<file path="config.mk">
export PLATFORM = sky130hd
export DESIGN_NAME = hlt_timer
export DESIGN_NICKNAME = d
export VERILOG_FILES = /design/src/verilog/hlt_pkg.sv /design/src/verilog/hlt_ctl_if.sv /design/src/verilog/hlt_mode_decode.sv /design/src/verilog/hlt_timer.sv
export SDC_FILE = /design/constraint.sdc
export NUM_CORES = 1
export LEC_CHECK = 0
export BUFFER_PORTS_ARGS = -buffer_cell sky130_fd_sc_hd__buf_2
export CAP_MARGIN = 40
export CORE_MARGIN = 5
export CORE_UTILIZATION = 48
export DETAILED_ROUTE_END_ITERATION = 8
export PLACE_DENSITY = 0.76
export SLEW_MARGIN = 10
export SYNTH_ARGS = -nofsm -noshare
export SYNTH_HDL_FRONTEND = slang
export SYNTH_HIERARCHICAL = 1
export SYNTH_SLANG_ARGS = --single-unit
</file>
<file path="constraint.sdc">
create_clock -name clock_in -period 2.5 [get_ports clock_in]
set_input_delay 0.5 -clock clock_in [delete_from_list [all_inputs] [get_ports clock_in]]
set_output_delay 0.5 -clock clock_in [all_outputs]
set_load 0.01 [all_outputs]
</file>
<file path="src/verilog/hlt_pkg.sv">
// Package with mode codes, widths and reset values of the hardware-limit timer.
package hlt_pkg;
  localparam int          COUNT_W        = 8;
  localparam logic [4:0]  MODE_SW_GATE   = 5'h00;
  localparam logic [4:0]  MODE_HW_GATE_H = 5'h01;
  localparam logic [4:0]  MODE_HW_GATE_L = 5'h02;
  localparam logic [4:0]  MODE_ANY_RST   = 5'h03;
  localparam logic [4:0]  MODE_RISE_RST  = 5'h04;
  localparam logic [4:0]  MODE_FALL_RST  = 5'h05;
  localparam logic [4:0]  MODE_LOW_RST   = 5'h06;
  localparam logic [4:0]  MODE_HIGH_RST  = 5'h07;
  localparam logic [4:0]  MODE_OS_SW     = 5'h08;
  localparam logic [4:0]  MODE_OS_RISE   = 5'h09;
  localparam logic [4:0]  MODE_OS_FALL   = 5'h0a;
  localparam logic [4:0]  MODE_OS_ANY    = 5'h0b;
  localparam logic [4:0]  MODE_OS_RR     = 5'h0c;
  localparam logic [4:0]  MODE_OS_FF     = 5'h0d;
  localparam logic [4:0]  MODE_OS_RL     = 5'h0e;
  localparam logic [4:0]  MODE_OS_FH     = 5'h0f;
  localparam logic [4:0]  MODE_MS_RISE   = 5'h11;
  localparam logic [4:0]  MODE_MS_FALL   = 5'h12;
  localparam logic [4:0]  MODE_MS_ANY    = 5'h13;
  localparam logic [4:0]  MODE_LV_HL     = 5'h16;
  localparam logic [4:0]  MODE_LV_LH     = 5'h17;
  localparam logic [COUNT_W-1:0] COUNT_RST = 8'h00;
endpackage : hlt_pkg

</file>
<file path="src/verilog/hlt_ctl_if.sv">
// Interface carrying decoded timer controls from the mode decoder to the counter.
`timescale 1ns/1ps
`default_nettype none
interface hlt_ctl_if;
  logic gate;      // Counting allowed this cycle.
  logic hw_reset;  // Clear the counter this cycle.
  logic start;     // Qualifying start event.
  logic one_shot;  // Match clears run-enable.
  logic mono;      // Match stops, keeps run-enable.
  logic edge_arm;  // Mode needs an edge to start.
  modport dec (output gate, hw_reset, start, one_shot, mono, edge_arm);
  modport cnt (input gate, hw_reset, start, one_shot, mono, edge_arm);
endinterface : hlt_ctl_if
`default_nettype wire

</file>
<file path="src/verilog/hlt_mode_decode.sv">
// Combinational decoder from mode code and signal edges to timer controls.
`timescale 1ns/1ps
`default_nettype none
module hlt_mode_decode
  import hlt_pkg::*;
(
  input  wire logic [4:0] mode_in,   // Mode code.
  input  wire logic       ers_in,    // External signal level.
  input  wire logic       rise_in,   // Rising edge seen.
  input  wire logic       fall_in,   // Falling edge seen.
  hlt_ctl_if.dec          ctl        // Decoded controls.
);
  always_comb begin
    ctl.gate     = 1'b1;
    ctl.hw_reset = 1'b0;
    ctl.start    = 1'b0;
    ctl.one_shot = 1'b0;
    ctl.mono     = 1'b0;
    ctl.edge_arm = 1'b0;
    unique case (mode_in)
      MODE_SW_GATE:   ctl.gate = 1'b1; // RULE1
      MODE_HW_GATE_H: ctl.gate = ers_in; // RULE1
      MODE_HW_GATE_L: ctl.gate = !ers_in; // RULE1
      MODE_ANY_RST:   ctl.hw_reset = rise_in | fall_in; // RULE2
      MODE_RISE_RST:  ctl.hw_reset = rise_in; // RULE3
      MODE_FALL_RST:  ctl.hw_reset = fall_in; // RULE3
      MODE_LOW_RST:   ctl.hw_reset = !ers_in; // RULE4
      MODE_HIGH_RST:  ctl.hw_reset = ers_in; // RULE4
      MODE_OS_SW: begin
        ctl.one_shot = 1'b1; // RULE5
        ctl.start    = 1'b1;
      end
      MODE_OS_RISE, MODE_OS_FALL, MODE_OS_ANY: begin
        ctl.one_shot = 1'b1; // RULE6
        ctl.edge_arm = 1'b1;
        ctl.start    = (mode_in == MODE_OS_RISE) ? rise_in :
                       (mode_in == MODE_OS_FALL) ? fall_in : (rise_in | fall_in);
      end
      MODE_OS_RR, MODE_OS_FF: begin
        ctl.one_shot = 1'b1;
        ctl.edge_arm = 1'b1;
        ctl.start    = (mode_in == MODE_OS_RR) ? rise_in : fall_in; // RULE7
        ctl.hw_reset = ctl.start; // RULE7
      end
      MODE_OS_RL, MODE_OS_FH: begin
        ctl.one_shot = 1'b1;
        ctl.edge_arm = 1'b1;
        ctl.start    = (mode_in == MODE_OS_RL) ? rise_in : fall_in; // RULE8
        ctl.hw_reset = (mode_in == MODE_OS_RL) ? !ers_in : ers_in; // RULE8
      end
      MODE_MS_RISE, MODE_MS_FALL, MODE_MS_ANY: begin
        ctl.mono     = 1'b1; // RULE10
        ctl.edge_arm = 1'b1;
        ctl.start    = (mode_in == MODE_MS_RISE) ? rise_in :
                       (mode_in == MODE_MS_FALL) ? fall_in : (rise_in | fall_in);
      end
      MODE_LV_HL, MODE_LV_LH: begin
        ctl.one_shot = 1'b1;
        ctl.start    = (mode_in == MODE_LV_HL) ? ers_in : !ers_in; // RULE9
        ctl.hw_reset = !ctl.start; // RULE9
      end
      default: ctl.gate = 1'b0; // RULE11
    endcase
  end
endmodule : hlt_mode_decode
`default_nettype wire

</file>
<file path="src/verilog/hlt_timer.sv">
// Top of the hardware-limit timer: mode control, counter and run-enable.
// Behaviour
// RULE1: Code 00000 counts while run-enable is set, 00001 also needs the signal high, 00010 needs it low.
// RULE2: Code 00011 resets the running count on either edge of the external signal.
// RULE3: Code 00100 resets on a rising edge and 00101 on a falling edge; run-enable low stops counting.
// RULE4: Code 00110 holds the count in reset while the signal is low and 00111 while it is high.
// RULE5: Code 01000 runs one counting cycle started by setting run-enable alone.
// RULE6: Codes 01001, 01010, 01011 start a one-shot on rising, falling or any edge with run-enable set.
// RULE7: Codes 01100 and 01101 use a rising or falling edge both to start and to reset the count.
// RULE8: Codes 01110 and 01111 start on a rising or falling edge and reset on a low or high level.
// RULE9: Codes 10110 and 10111 start on a high or low level and reset on the opposite level.
// RULE10: Codes 10001, 10010, 10011 run monostable on rising, falling or any edge with no hardware reset.
// RULE11: Software must not program reserved codes; the timer simply holds still on them.
// RULE12: In edge-started modes, after run-enable is cleared and set, a new edge is needed to restart.
// RULE13: In one-shot modes the clock after a period match clears run-enable and stops the count at zero.
// RULE14: In monostable modes the clock after a period match stops the count at zero but keeps run-enable.
`timescale 1ns/1ps
`default_nettype none
module hlt_timer
  import hlt_pkg::*;
(
  input  wire logic               clock_in,                 // 10 MHz clock.
  input  wire logic               nrst_in,                  // Synchronous reset, active low.
  input  wire logic               ce_in,                    // Clock enable, freezes state when low.
  input  wire logic [4:0]         mode_in,                  // Mode code.
  input  wire logic               run_set_in,               // Software sets run-enable (pulse).
  input  wire logic               run_clr_in,               // Software clears run-enable (pulse).
  input  wire logic               external_reset_signal_in, // External gate/reset signal.
  input  wire logic [COUNT_W-1:0] period_value_in,          // Period compare value.
  output logic      [COUNT_W-1:0] timer_count_out,          // Counter value.
  output logic                    run_enable_out,           // Run-enable bit.
  output logic                    running_out,              // Counter is active.
  output logic                    match_out                 // Period match pulse.
);
  hlt_ctl_if ctl ();

  logic               ers_r, ers_nxt;
  logic               run_r, run_nxt;
  logic               act_r, act_nxt;
  logic               done_r, done_nxt;
  logic               match_r, match_nxt;
  logic [COUNT_W-1:0] cnt_r, cnt_nxt;
  logic               rise, fall, at_period;

  assign rise = external_reset_signal_in & !ers_r;
  assign fall = !external_reset_signal_in & ers_r;
  assign at_period = (cnt_r == period_value_in);

  hlt_mode_decode u_dec (
    .mode_in (mode_in),
    .ers_in  (external_reset_signal_in),
    .rise_in (rise),
    .fall_in (fall),
    .ctl     (ctl)
  );

  // ****************************************************************
  // Next-state logic for run-enable, activity and the counter.
  // ****************************************************************
  always_comb begin
    ers_nxt   = external_reset_signal_in;
    run_nxt   = run_r;
    act_nxt   = act_r;
    done_nxt  = done_r;
    cnt_nxt   = cnt_r;
    match_nxt = 1'b0;
    if (ctl.one_shot || ctl.mono) begin
      // A match stops the count at zero on the next clock.
      if (act_r && at_period) begin
        match_nxt = 1'b1;
        cnt_nxt   = COUNT_RST; // RULE13 RULE14
        act_nxt   = 1'b0;
        done_nxt  = 1'b1;
        if (ctl.one_shot) begin
          run_nxt = 1'b0; // RULE13
        end
      end else if (!run_r) begin
        act_nxt = 1'b0;
        // A hardware reset level or edge clears the count even while run-enable is low.
        if (ctl.hw_reset) begin
          cnt_nxt = COUNT_RST; // RULE8 RULE9
        end
      end else if (ctl.hw_reset) begin
        cnt_nxt = COUNT_RST; // RULE7 RULE8 RULE9
        if (ctl.start) begin
          act_nxt = 1'b1;
        end else if (!ctl.edge_arm) begin
          act_nxt = 1'b0;
        end
      end else if (!act_r && ctl.start && !(ctl.mono && done_r && !ctl.edge_arm)) begin
        act_nxt = !(mode_in == MODE_OS_SW && done_r); // RULE5 RULE6 RULE10 RULE12
      end else if (act_r) begin
        cnt_nxt = cnt_r + 1'b1;
      end
    end else begin
      act_nxt = run_r && ctl.gate && !ctl.hw_reset;
      if (ctl.hw_reset) begin
        cnt_nxt = COUNT_RST; // RULE2 RULE3 RULE4
      end else if (run_r && ctl.gate) begin
        if (at_period) begin
          cnt_nxt   = COUNT_RST;
          match_nxt = 1'b1;
        end else begin
          cnt_nxt = cnt_r + 1'b1; // RULE1
        end
      end
    end
    // Software writes win over the hardware clear of run-enable.
    if (run_clr_in) begin
      run_nxt = 1'b0;
      act_nxt = 1'b0; // RULE12
    end
    if (run_set_in) begin
      run_nxt  = 1'b1;
      done_nxt = 1'b0;
    end
  end

  // ****************************************************************
  // State registers.
  // ****************************************************************
  always_ff @(posedge clock_in) begin
    if (!nrst_in) begin
      ers_r   <= 1'b0;
      run_r   <= 1'b0;
      act_r   <= 1'b0;
      done_r  <= 1'b0;
      match_r <= 1'b0;
      cnt_r   <= COUNT_RST;
    end else if (ce_in) begin
      ers_r   <= ers_nxt;
      run_r   <= run_nxt;
      act_r   <= act_nxt;
      done_r  <= done_nxt;
      match_r <= match_nxt;
      cnt_r   <= cnt_nxt;
    end
  end

  assign timer_count_out = cnt_r;
  assign run_enable_out  = run_r;
  assign running_out     = act_r;
  assign match_out       = match_r;
endmodule : hlt_timer
`default_nettype wire

</file>
==> impl_results.md <==
* Outcome: completed
* Synth async-reset ratio at 0
* Critical Path RT at 2720 ps
* Final worst slack at roughly 130 ps
* Largest net degree at the start of global routing at 13
* Worst VDD drop at 0.385 mV
* Most instantiated cells after synthesis: nand2_1 (16), dfxtp_1 (13), a21oi_1 (10)
* Antenna diodes at 0
* Count of input and output buffers at 29
* Top-count cell post-synth: nand2_1
* Startpoint types: flip-flop
* DP Worst Slack at -280 ps
* Final hold viol count at 0
* #FFs+latches synth at 13
* Hold Slack at 469 ps
* First-pass GRT wire length at 5.95 mm
* Via density at 5.95
* Die Span Y at 60.8 um
* Largest area contributor in the netlist: dfxtp_1
* CTS buffer count at 3
* DR DRC count at 0
* Setup TNS at 0 ps
* Cell area power density at 324 nW/um^2
* Vias in the first global route at 1371
* Measured slew at the worst slew-check pin at between 400 and 500 ps
* Arrival @ worst endpoint at about 2600 ps
* Non-filler cells in the finished layout at 251
* Area of the die at 3690 um^2
* Unrepaired setup endpoints after global routing: true
* Critical path type: flip-flop to flip-flop
* HP Start: run_set_in
* Fin. max-slew vios at 0
* Worst-path clk slew at ~90 ps
* Synthesized instance count at 161
* First-pass iteration count of the detailed router at 5
* Initial antenna violation count at 0
* Sequential fraction of the synthesis area at 0.210
* Final wirelength at 3.77 mm
* R2r startpoint: ers_r$_SDFFE_PN0P_
* Max H-tree Level at 1
* Placer congestion estimate at 0.910
* Setup-failing EPs final at 0
* Crit share post-route at 0.950
* Core Region at 2480 um^2
* Mapped Area at ~1200 um^2
* Crit path time final at around 2400 ps
* Clock Path Buffers at 2
* Clk root buf: clkbuf_4
* Yosys warns at 6
* Crit Path Max Fanout at 9
* Die width at 60.8 um
* Initial Util at 0.499
* Post-synth EDFFs at 0
* Netlist cell types at 53
* Top-area cell type share of the netlist area at 0.210
* Most used DFF post-synth: dfxtp_1
* CTS sink count at 13
* Gr ovfl total at 0
* Max-slew headroom at 0.725
* IO Pins at 30
* P_leak at 0.000757 uW
* Setup Skew at 6.40 ps
* Cells after DPL at 244
* 1st-iter DRT viols at 63
* Via count at ~1500
* Area Overhead vs Synth at 37.8%
* Post-Syn Nets at 181
* DP HPWL at 2.90 mm
* TritonCTS clock tree: built
* Row count at 18
* Hold Crit Class: primary input to flip-flop
* Total GRT Usage at 0.211
* Wire per inst at 15.0 um
* Syn Area/Cell at 7.69 um^2
* CTS Hold Bufs at 0
* Worst-Skew Late Latency at 290 ps
* Layout cells sized above 1 at 0.385
* Crit end category: flip-flop
* Fmax at between 400 and 500 MHz
* Synth top area cells: dfxtp_1 (21%), xor2_1 (5.7%), nand2_1 (4.9%)
* ANT nets after route at 0
* Worst Setup SP: ers_r$_SDFFE_PN0P_
* Total Nets Final at 242
* Max cap viols at 0
flip-flops by register name (all words and copies together) (netlist names):
| signal | flops |
|---|---|
| done_r | 1 |
| ers_r | 1 |
| match_out | 1 |
| run_enable_out | 1 |
| running_out | 1 |
| timer_count_out | 8 |
metrics by stage:
stage	cell area, um^2	power, uW	util
2_1_floorplan	1240	321	-
3_3_place_gp	1610	398	0.650
5_1_grt	1710	585	0.688
4_1_cts	1640	540	0.662
3_5_place_dp	1610	406	0.650
6_report	1710	553	0.688
final cells by class:
class                           instances  area (um^2)
Clock buffer                            3         22.5
Clock inverter                          1         5.00
Fill cell                             210          772
Inverter                                6         22.5
Multi-Input combinational cell        135          956
Sequential cell                        13          262
Tap cell                               30         37.5
Timing Repair Buffer                   63          400
worst max-delay path, cell delays in order (launching register included):
cell and delay, ps:
dfxtp_2 370, nor2b_4 180, mux2i_1 120, o31ai_1 250
a221o_1 210, a2111oi_2 50, buf_4 160, nor2_2 90
o31ai_1 90, buf_4 180, or4_1 490, a21oi_2 130
final timing paths:
path	end	slack (ps)	depth (start not counted)
worst max-delay path	timer_count_out[3]$_SDFFE_PN0P_	130	11
worst min-delay path	done_r$_SDFFE_PN0P_	470	4
worst max register to register	timer_count_out[3]$_SDFFE_PN0P_	130	11
worst min register to register	match_out$_SDFFE_PN0P_	490	2
cells by family (layout without fill, tap and decap cells):
kind of cell,after synthesis,in the layout,synth area share
xor gates and xnor gates,10,10,0.0708
and+or+nand+nor,66,66,0.326
AOI/OAI and AO/OA,53,53,0.290
adders and majority gates,1,1,0.0101
muxes,5,5,0.0404
buffers and inverters,13,73,0.0526
DFF,13,13,0.210
report_power, final:
| part | total, uW | internal (uW) | switching [uW] |
|---|---|---|---|
| sequential | 219 | 211 | 8.10 |
| clock | 134 | 59.5 | 74.8 |
| combinational | 200 | 96.7 | 103 |
layout by cell type (no fill, tap or decap), types with 3 or more instances in the layout:
cell type	count
a21boi_0	3
a21oi_1	7
a211oi_1	3
o21ai_0	6
o21ai_1	4
nor2b_1	5
buf_4	34
o31ai_1	5
mux2i_1	5
inv_1	6
dfxtp_1	12
nand2_1	16
nand3_1	4
xor2_1	8
a21oi_2	3
buf_2	29
a31oi_1	5
nand2b_1	5
clkbuf_4	3
nor2_1	6
a21o_1	3
and3_1	3
repair_timing:
| action | 4_1_cts | 5_1_grt |
|---|---|---|
| resized for setup | 1 | 12 |
| setup buffers | 0 | 3 |
| pin swaps | 0 | 3 |
| setup endpoints to repair | 1 | 8 |
metal layers:
layer	vias up	GRT usage	wire [um]
met1	692	0.279	1550
met4	0	0.0588	55
met2	65	0.350	1860
li1	723	-	-
met5	-	0	0
met3	14	0.0426	298
Note: power is estimated with default switching activity, not from simulation.
